`src/synth_loop_map.vh`:
```
// register offsets, field positions, reset values and frame sizes for the
// synthesizer loop configuration register bank.
// assumes it is included once, by the design file only; the bench and checker use literal values.
//
// Function
// [RL1] divide reference by 14-bit ratio when enabled
// [RL2] host never programs ratio zero
// [RL3] use bit 14 selects divider else bypass
// [RL4] auto-bypass bit 15: ratio one bypasses
// [RL5] bit 16 picks sine reference
// [RL6] duty mode stretches prescaler low time
// [RL7] polarity bit inverts detector sense
// [RL8] clearing bit 1 masks up pulses
// [RL9] clearing bit 2 masks down pulses
// [RL10] 3-bit detector delay-line set point
// [RL11] 5-bit up pump current field
// [RL12] 5-bit down pump current field
// [RL13] two 4-bit pump trim fields
// [RL14] two 4-bit pump leakage offset fields
// [RL15] 2-bit dummy amplifier bias field
// [RL16] force enable overrides detector drive
// [RL17] force direction zero up, one down
// [RL18] 16-bit integer divide value
// [RL19] 24-bit fractional divide value
// [RL20] 24-bit modulator seed value
// [RL21] frame: direction, six address, 24 data
// [RL22] autoload reloads seed on fraction change
// [RL23] divider run bit low holds divider reset
// [RL24] host leaves spare words at defaults
`ifndef SYNTH_LOOP_MAP_VH
`define SYNTH_LOOP_MAP_VH

// ---------------------------------------------------------------
// frame layout
// ---------------------------------------------------------------
`define FRAME_BITS 6'h20
`define ADDR_W 6
`define DATA_W 24
`define CNT_ADDR_LAST 6'h06
`define CNT_LAST 6'h1f

// ---------------------------------------------------------------
// register offsets
// ---------------------------------------------------------------
`define OFS_REF_PATH 6'h03
`define OFS_PRESC_DUTY 6'h04
`define OFS_PD_CFG 6'h05
`define OFS_PD_DELAY 6'h06
`define OFS_PUMP_GAIN 6'h07
`define OFS_PUMP_TRIM 6'h08
`define OFS_PUMP_FORCE 6'h09
`define OFS_SPARE_A 6'h0a
`define OFS_SPARE_B 6'h0b
`define OFS_SPARE_C 6'h0c
`define OFS_SPARE_D 6'h0d
`define OFS_SPARE_E 6'h0e
`define OFS_DIV_INT 6'h0f
`define OFS_DIV_FRAC 6'h10
`define OFS_SEED 6'h11

// ---------------------------------------------------------------
// reset values
// ---------------------------------------------------------------
`define RST_REF_PATH 24'h008001
`define RST_PRESC_DUTY 24'h000001
`define RST_PD_CFG 24'h000006
`define RST_PD_DELAY 24'h000002
`define RST_PUMP_GAIN 24'h000210
`define RST_PUMP_TRIM 24'h020400
`define RST_PUMP_FORCE 24'h000000
`define RST_SPARE_A 24'h000304
`define RST_SPARE_B 24'h000000
`define RST_SPARE_C 24'h000100
`define RST_SPARE_D 24'h000020
`define RST_SPARE_E 24'h000000
`define RST_DIV_INT 24'h0000c8
`define RST_DIV_FRAC 24'h000000
`define RST_SEED 24'h000000

// ---------------------------------------------------------------
// field positions
// ---------------------------------------------------------------
`define REF_RATIO_HI 13
`define REF_USE_BIT 14
`define REF_AUTO_BIT 15
`define REF_SINE_BIT 16
`define REF_RATIO_ONE 14'h0001
`define REF_PATH_MASK 24'h01ffff
`define DUTY_BIT 0
`define DUTY_MASK 24'h000001
`define PD_POL_BIT 0
`define PD_UP_BIT 1
`define PD_DN_BIT 2
`define PD_CFG_MASK 24'h000007
`define PD_DELAY_MASK 24'h000007
`define PD_DELAY_HI 2
`define GAIN_UP_LO 0
`define GAIN_DN_LO 5
`define GAIN_MASK 24'h0003ff
`define TRIM_UP_LO 0
`define TRIM_DN_LO 4
`define LEAK_UP_LO 8
`define LEAK_DN_LO 12
`define AMP_BIAS_LO 16
`define TRIM_MASK 24'h03ffff
`define FORCE_EN_BIT 0
`define FORCE_DIR_BIT 1
`define FORCE_MASK 24'h000003
`define INT_MASK 24'h00ffff
`define INT_HI 15

`endif

```
`src/synth_loop_config_registers.v`:
```
// serial-loaded configuration bank for the synthesizer loop: reference
// path, detector, charge pump and modulator divide values.
// assumes serial_clk is a plain input sampled on clk_sys, which runs at
// least several times faster than the serial clock, and that the enable
// and modulator registers live elsewhere and arrive as level inputs.
`include "synth_loop_map.vh"
`default_nettype none

module synth_loop_config_registers (
  // system
  input wire clk_sys,
  input wire rst,
  // three-wire serial port, active-high select
  input wire serial_select,
  input wire serial_clk,
  input wire serial_in,
  // levels from the enable and modulator registers
  input wire ref_div_run,
  input wire seed_autoload,
  // detector edges in, pump commands out
  input wire pd_up_raw,
  input wire pd_dn_raw,
  output reg pump_up,
  output reg pump_dn,
  // reference path controls
  output reg ref_div_active,
  output reg [13:0] ref_div_ratio,
  output reg ref_sine_select,
  output reg prescaler_long_low,
  // detector and pump analog codes
  output reg [2:0] pd_delay_sel,
  output reg [4:0] pump_up_current,
  output reg [4:0] pump_down_current,
  output reg [3:0] pump_up_trim,
  output reg [3:0] pump_down_trim,
  output reg [3:0] pump_up_leak,
  output reg [3:0] pump_down_leak,
  output reg [1:0] pump_dummy_amp_bias,
  // modulator values
  output reg [15:0] div_integer,
  output reg [23:0] div_fraction,
  output reg [23:0] mod_seed,
  output reg seed_load
);

  // ---------------------------------------------------------------
  // serial frame capture
  // ---------------------------------------------------------------
  reg sclk_d_reg; // previous serial clock sample, for rising edges
  reg [5:0] bit_cnt_reg; // rising edges seen in this frame
  reg [`ADDR_W-1:0] addr_reg; // shifted address bits
  reg [`DATA_W-1:0] data_reg; // shifted data bits
  reg dir_reg; // direction bit, low means write
  reg wr_stb_reg; // one-cycle write strobe
  reg [`ADDR_W-1:0] wr_addr_reg;
  reg [`DATA_W-1:0] wr_data_reg;
  wire sclk_rise;

  assign sclk_rise = serial_clk & ~sclk_d_reg;

  // shift on each rising serial clock; the 32nd edge closes a frame.
  // a frame cut short by dropping select is discarded, never applied.
  always @(posedge clk_sys) begin
    if (rst) begin
      sclk_d_reg <= 1'b0;
      bit_cnt_reg <= 6'h00;
      addr_reg <= 6'h00;
      data_reg <= 24'h000000;
      dir_reg <= 1'b0;
      wr_stb_reg <= 1'b0;
      wr_addr_reg <= 6'h00;
      wr_data_reg <= 24'h000000;
    end else begin
      sclk_d_reg <= serial_clk;
      wr_stb_reg <= 1'b0;
      if (!serial_select) begin
        // idle between frames
        bit_cnt_reg <= 6'h00;
      end else if (sclk_rise && bit_cnt_reg != `FRAME_BITS) begin
        bit_cnt_reg <= bit_cnt_reg + 6'h01;
        // [RL21] frame bit order
        if (bit_cnt_reg == 6'h00) begin
          dir_reg <= serial_in;
        end else if (bit_cnt_reg <= `CNT_ADDR_LAST) begin
          addr_reg <= {addr_reg[`ADDR_W-2:0], serial_in};
        end else begin
          data_reg <= {data_reg[`DATA_W-2:0], serial_in};
        end
        // [RL21] last edge commits write
        if (bit_cnt_reg == `CNT_LAST && !dir_reg) begin
          wr_stb_reg <= 1'b1;
          wr_addr_reg <= addr_reg;
          // data came on edges 8 to 31; the bit on edge 32 is not data
          wr_data_reg <= data_reg;
        end
      end
    end
  end

  // ---------------------------------------------------------------
  // register storage
  // ---------------------------------------------------------------
  reg [23:0] ref_path_reg;
  reg [23:0] presc_duty_reg;
  reg [23:0] pd_cfg_reg;
  reg [23:0] pd_delay_reg;
  reg [23:0] pump_gain_reg;
  reg [23:0] pump_trim_reg;
  reg [23:0] pump_force_reg;
  reg [23:0] spare_a_reg; // spare words are stored only, they steer nothing
  reg [23:0] spare_b_reg;
  reg [23:0] spare_c_reg;
  reg [23:0] spare_d_reg;
  reg [23:0] spare_e_reg;
  reg [23:0] div_int_reg;
  reg [23:0] div_frac_reg;
  reg [23:0] seed_reg;
  reg frac_wr_reg; // fraction was written last cycle

  // decode the committed write; unmapped offsets are ignored.
  // unused upper bits are masked so they are stored as zero.
  always @(posedge clk_sys) begin
    if (rst) begin
      ref_path_reg <= `RST_REF_PATH;
      presc_duty_reg <= `RST_PRESC_DUTY;
      pd_cfg_reg <= `RST_PD_CFG;
      pd_delay_reg <= `RST_PD_DELAY;
      pump_gain_reg <= `RST_PUMP_GAIN;
      pump_trim_reg <= `RST_PUMP_TRIM;
      pump_force_reg <= `RST_PUMP_FORCE;
      spare_a_reg <= `RST_SPARE_A;
      spare_b_reg <= `RST_SPARE_B;
      spare_c_reg <= `RST_SPARE_C;
      spare_d_reg <= `RST_SPARE_D;
      spare_e_reg <= `RST_SPARE_E;
      div_int_reg <= `RST_DIV_INT;
      div_frac_reg <= `RST_DIV_FRAC;
      seed_reg <= `RST_SEED;
      frac_wr_reg <= 1'b0;
    end else begin
      frac_wr_reg <= 1'b0;
      if (wr_stb_reg) begin
        case (wr_addr_reg)
          // [RL1] ratio and path select
          `OFS_REF_PATH: ref_path_reg <= wr_data_reg & `REF_PATH_MASK;
          // [RL6] duty mode bit
          `OFS_PRESC_DUTY: presc_duty_reg <= wr_data_reg & `DUTY_MASK;
          // [RL7] polarity and masks
          `OFS_PD_CFG: pd_cfg_reg <= wr_data_reg & `PD_CFG_MASK;
          // [RL10] delay set point
          `OFS_PD_DELAY: pd_delay_reg <= wr_data_reg & `PD_DELAY_MASK;
          // [RL11] pump current codes
          `OFS_PUMP_GAIN: pump_gain_reg <= wr_data_reg & `GAIN_MASK;
          // [RL13] trim, leak and bias
          `OFS_PUMP_TRIM: pump_trim_reg <= wr_data_reg & `TRIM_MASK;
          // [RL16] force controls
          `OFS_PUMP_FORCE: pump_force_reg <= wr_data_reg & `FORCE_MASK;
          `OFS_SPARE_A: spare_a_reg <= wr_data_reg;
          `OFS_SPARE_B: spare_b_reg <= wr_data_reg;
          `OFS_SPARE_C: spare_c_reg <= wr_data_reg;
          `OFS_SPARE_D: spare_d_reg <= wr_data_reg;
          `OFS_SPARE_E: spare_e_reg <= wr_data_reg;
          // [RL18] integer divide value
          `OFS_DIV_INT: div_int_reg <= wr_data_reg & `INT_MASK;
          // [RL19] fraction write noted
          `OFS_DIV_FRAC: begin
            div_frac_reg <= wr_data_reg;
            frac_wr_reg <= 1'b1;
          end
          // [RL20] seed value
          `OFS_SEED: seed_reg <= wr_data_reg;
          default: begin
            // unmapped offset, write dropped
          end
        endcase
      end
    end
  end

  // ---------------------------------------------------------------
  // steering logic and outputs
  // ---------------------------------------------------------------
  wire [13:0] ratio_w;
  wire use_div_w;
  reg up_sel_next;
  reg dn_sel_next;
  // reset words, sliced so outputs wake up matching their registers
  wire [23:0] ref_rst_w;
  wire [23:0] duty_rst_w;
  wire [23:0] delay_rst_w;
  wire [23:0] gain_rst_w;
  wire [23:0] trim_rst_w;
  wire [23:0] int_rst_w;
  wire [23:0] frac_rst_w;
  wire [23:0] seed_rst_w;

  assign ref_rst_w = `RST_REF_PATH;
  assign duty_rst_w = `RST_PRESC_DUTY;
  assign delay_rst_w = `RST_PD_DELAY;
  assign gain_rst_w = `RST_PUMP_GAIN;
  assign trim_rst_w = `RST_PUMP_TRIM;
  assign int_rst_w = `RST_DIV_INT;
  assign frac_rst_w = `RST_DIV_FRAC;
  assign seed_rst_w = `RST_SEED;
  assign ratio_w = ref_path_reg[`REF_RATIO_HI:0];
  // [RL4] auto-bypass on ratio one
  assign use_div_w = ref_path_reg[`REF_AUTO_BIT] ? (ratio_w != `REF_RATIO_ONE)
                                                  : ref_path_reg[`REF_USE_BIT];

  // detector to pump path: polarity, masking, then forcing on top
  always @* begin
    // [RL7] polarity swaps up and down
    if (pd_cfg_reg[`PD_POL_BIT]) begin
      up_sel_next = pd_dn_raw;
      dn_sel_next = pd_up_raw;
    end else begin
      up_sel_next = pd_up_raw;
      dn_sel_next = pd_dn_raw;
    end
    // [RL8] up pulse mask
    up_sel_next = up_sel_next & pd_cfg_reg[`PD_UP_BIT];
    // [RL9] down pulse mask
    dn_sel_next = dn_sel_next & pd_cfg_reg[`PD_DN_BIT];
    // [RL16] force overrides detector
    if (pump_force_reg[`FORCE_EN_BIT]) begin
      // [RL17] direction zero up
      up_sel_next = ~pump_force_reg[`FORCE_DIR_BIT];
      dn_sel_next = pump_force_reg[`FORCE_DIR_BIT];
    end
  end

  // every output is registered; the pump path costs one clk_sys of delay,
  // accepted since the pump only needs a cleaned, glitch-free command.
  always @(posedge clk_sys) begin
    if (rst) begin
      pump_up <= 1'b0;
      pump_dn <= 1'b0;
      ref_div_active <= 1'b0;
      ref_div_ratio <= ref_rst_w[`REF_RATIO_HI:0];
      ref_sine_select <= ref_rst_w[`REF_SINE_BIT];
      prescaler_long_low <= duty_rst_w[`DUTY_BIT];
      pd_delay_sel <= delay_rst_w[`PD_DELAY_HI:0];
      pump_up_current <= gain_rst_w[`GAIN_UP_LO+4:`GAIN_UP_LO];
      pump_down_current <= gain_rst_w[`GAIN_DN_LO+4:`GAIN_DN_LO];
      pump_up_trim <= trim_rst_w[`TRIM_UP_LO+3:`TRIM_UP_LO];
      pump_down_trim <= trim_rst_w[`TRIM_DN_LO+3:`TRIM_DN_LO];
      pump_up_leak <= trim_rst_w[`LEAK_UP_LO+3:`LEAK_UP_LO];
      pump_down_leak <= trim_rst_w[`LEAK_DN_LO+3:`LEAK_DN_LO];
      pump_dummy_amp_bias <= trim_rst_w[`AMP_BIAS_LO+1:`AMP_BIAS_LO];
      div_integer <= int_rst_w[`INT_HI:0];
      div_fraction <= frac_rst_w;
      mod_seed <= seed_rst_w;
      seed_load <= 1'b0;
    end else begin
      pump_up <= up_sel_next;
      pump_dn <= dn_sel_next;
      // [RL3] use bit picks divider
      // [RL23] run bit low bypasses
      ref_div_active <= use_div_w & ref_div_run;
      // [RL1] ratio to divider
      ref_div_ratio <= ratio_w;
      // [RL5] sine reference select
      ref_sine_select <= ref_path_reg[`REF_SINE_BIT];
      // [RL6] long prescaler low time
      prescaler_long_low <= presc_duty_reg[`DUTY_BIT];
      // [RL10] delay code out
      pd_delay_sel <= pd_delay_reg[`PD_DELAY_HI:0];
      // [RL11] up current code
      pump_up_current <= pump_gain_reg[`GAIN_UP_LO+4:`GAIN_UP_LO];
      // [RL12] down current code
      pump_down_current <= pump_gain_reg[`GAIN_DN_LO+4:`GAIN_DN_LO];
      // [RL13] trim codes out
      pump_up_trim <= pump_trim_reg[`TRIM_UP_LO+3:`TRIM_UP_LO];
      pump_down_trim <= pump_trim_reg[`TRIM_DN_LO+3:`TRIM_DN_LO];
      // [RL14] leakage codes out
      pump_up_leak <= pump_trim_reg[`LEAK_UP_LO+3:`LEAK_UP_LO];
      pump_down_leak <= pump_trim_reg[`LEAK_DN_LO+3:`LEAK_DN_LO];
      // [RL15] bias code out
      pump_dummy_amp_bias <= pump_trim_reg[`AMP_BIAS_LO+1:`AMP_BIAS_LO];
      // [RL18] integer value out
      div_integer <= div_int_reg[`INT_HI:0];
      // [RL19] fraction value out
      div_fraction <= div_frac_reg;
      // [RL20] seed value out
      mod_seed <= seed_reg;
      // [RL22] reload on fraction change
      seed_load <= frac_wr_reg & seed_autoload;
    end
  end

endmodule

`default_nettype wire

```
`config.mk`:
```
export PLATFORM = sky130hd
export DESIGN_NAME = synth_loop_config_registers
export DESIGN_NICKNAME = d
export VERILOG_FILES = /design/src/synth_loop_config_registers.v
export VERILOG_INCLUDE_DIRS = /design/src
export SDC_FILE = /design/constraint.sdc
export NUM_CORES = 1
export LEC_CHECK = 0
export ABC_AREA = 1
export BUFFER_PORTS_ARGS = -buffer_cell sky130_fd_sc_hd__buf_4
export CAP_MARGIN = 20
export CORE_MARGIN = 2
export CORE_UTILIZATION = 57
export CTS_BUF_LIST = sky130_fd_sc_hd__clkbuf_4 sky130_fd_sc_hd__clkbuf_8 sky130_fd_sc_hd__clkbuf_16
export DETAILED_ROUTE_END_ITERATION = 16
export PLACE_DENSITY = 0.78
export SLEW_MARGIN = 20
export SYNTH_ARGS = -nofsm -noshare
export SYNTH_HDL_FRONTEND = slang
export SYNTH_SLANG_ARGS = --single-unit
```
`constraint.sdc`:
```
create_clock -name clk_sys -period 1.8 [get_ports clk_sys]
set_input_delay 0.09 -clock clk_sys [delete_from_list [all_inputs] [get_ports clk_sys]]
set_output_delay 0.09 -clock clk_sys [all_outputs]
set_load 0.01 [all_outputs]
```
==> results by group <==
Status
  • Status: finished clean

Critical path
  • Critical Path AT: 2.04 ns
  • CP Capture Type: flip-flop
  • Crit Path Class: reg2reg
  • Reg-to-reg startpoint: bit_cnt_reg[0]
  • Worst setup path startpoint: bit_cnt_reg[0]
  • Crit path max fanout: 37
  • Required @ worst endpoint: 2.21 ns
  • Startpoint Class: flip-flop
  • Worst R2R Path Depth: 8

Die
  • Core Area: 17300 um^2
  • Width of the die: 137 um
  • Initial Util: 58.3%
  • Row count: 48
  • Die area: 18800 um^2
  • Number of I/O pins: 124
  • Die Y: 137 um

Synthesis
  • Flops & latches, synth: 303
  • Post-Synthesis Cells: 1235
  • Warnings from Yosys: 0
  • Count leader, synth: dfxtp_1
  • Synthesized area per cell: 8.17 um^2
  • Commonest cells in the netlist: 303 x dfxtp_1, 267 x nor2_1, 179 x inv_1
  • Dominant synthesized flop cell: dfxtp_1
  • Yosys top cell area share: 60.1%
  • Post-Synthesis Cell Area: 10100 um^2
  • Ranking of synthesized cells by area: dfxtp_1 60%, nor2_1 9.9%, inv_1 6.7%
  • Sequential share of the synthesized area: 60.1%
  • Synth area leader: dfxtp_1
  • Synth unique cells: 27
  • Syn_nets: 1247
  • EDFF count, synth: 0
  • Synth async-reset ratio: 0%

Global routing
  • Largest net degree at the start of global routing: 74
  • Initial antenna violation count: 0
  • GRT overflow: 0
  • Tot GR Track Use: 24.0%
  • First-pass GRT wire length: 36000 um
  • Number of global-route vias before repair: 7208

Clock network
  • CTS tree: yes
  • Clock insertion delay at the later pin of the skew report: 0.53 ns
  • CTS buffer count: 29
  • Clock Path Buffers: 3
  • Postcts setup bufs: 0
  • Post-CTS Resized: 0
  • TritonCTS Sinks: 303
  • Htree depth: 1
  • Root Buffer: clkbuf_16
  • Hold Buf Count CTS: 8
  • Clock slew at reported path FFs: 0.07 ns

Routing
  • Final ANT Viol Nets: 0
  • DR pass1 iterations: 6
  • # DRC: 0
  • Total routed wirelength: 22700 um
  • Vias: 7991
  • WL per Instance: 14.2 um
  • Average via count per standard cell: 4.99
  • Initial DRC Count: 573

STA
  • Slew headroom: 49.2%
  • Final hold viol count: 0
  • Worst-Margin Slew: 0.763 ns
  • Final setup fails: 0
  • RSZ-0062 raised after global routing: false
  • Max frequency: 0.615 GHz
  • Setup Total Neg Slack: 0 ns
  • Final-report max-slew violation count: 0
  • Final min period: 1.63 ns
  • Fin crit share: 90.4%
  • Layout Skew: 0.0163 ns

Hold path
  • Hold WC Path Type: in2reg
  • Hold Path Depth: 3
  • Worst hold path startpoint: rst

Placement
  • Post-DP HPWL: 14400 um
  • GP Congestion: 0.834
  • IO Port Bufs: 123

Power and ir drop
  • Leak pwr: 5.68 nW
  • Pwr Total: 0.0136 W
  • Cell Pwr Density: 1100 nW/um^2
  • Worst IR drop on VDD: 796 uV

Job
  • Max-cap violations: 0

Finish
  • Final core occ: 71.2%
  • Antenna diodes: 0
  • # nets final: 1366
  • Fraction of layout cells with a size suffix above 1: 16.0%
  • Area Growth Syn to Fin: 22.1%
  • Filler cells: 1314
[path summary, 6_finish.rpt]
kind                 endpoint  slack, ns
max           wr_data_reg[21]       0.17
min               frac_wr_reg       0.06
max reg2reg   wr_data_reg[21]       0.17
min reg2reg  div_fraction[20]       0.41
[layout make-up]
class / count / area (um^2) / share of cell area (%)
multi-input combinational: 687 / 3030 / 24.6
inverter: 183 / 688 / 5.58
clock inverter: 15 / 231 / 1.88
tap: 225 / 282 / 2.28
clock buffer: 38 / 837 / 6.79
timing repair buffer: 150 / 1180 / 9.61
sequential: 303 / 6070 / 49.2
[critical path: stages, from the launching register on]
cell     delay, ns
dfxtp_1       0.34
inv_1         0.12
ha_1          0.20
nand3_2       0.14
nand4_2       0.12
buf_4         0.34
nand2_1       0.10
nand2_1       0.08
nor2_1        0.04
[logic make-up after synthesis]
group	count (synthesis)	share of synthesized area, %
xor gates and xnor gates	2	0.174
adders and majority gates	3	0.372
DFF	303	60.1
AOI/OAI and AO/OA	215	11.0
buffers and inverters	245	9.82
and+or+nand+nor	467	18.6
[stage by stage]
step	instance area, um^2	hold slack (ns)	cells	setup WS [ns]
4_1_cts	12300	0.0402	1601	0.180
5_1_grt	12300	0.0517	1601	0.0167
3_5_place_dp	11200	0.312	1540	0.197
6_report	12300	0.0553	1601	0.173
3_3_place_gp	11200	0.305	1540	0.278
2_1_floorplan	10100	0.204	1235	0.359
[routing by layer]
layer	global-route usage, %	vias up	routed length (um)
li1	-	4015	-
met4	9.22	0	722
met1	32.1	3701	9910
met3	3.52	42	1240
met2	39.5	233	10800
met5	0	-	0
[where the power goes]
part	switching, W	total (W)	internal, W
clock	0.00249	0.00662	0.00413
combinational	0.000146	0.000215	0.0000684
sequential	0.00000818	0.00672	0.00671
[layout by cell type (no fill, tap or decap), drive strengths merged]
master	netlist	layout
o2111ai	1	1
ha	3	3
nand4	6	6
o211ai	9	9
nor4	1	1
clkinv	1	9
or2	9	9
nand2	160	160
nor2	271	271
dfxtp	303	303
dlygate4sd3	0	8
inv	182	182
a21oi	115	115
bufinv	0	6
nand3	17	17
clkinvlp	0	1
nor3	3	3
o21ai	89	89
a211oi	1	1
xor2	2	2
buf	38	142
clkbuf	24	38
Power figures use the tool's default switching activity.
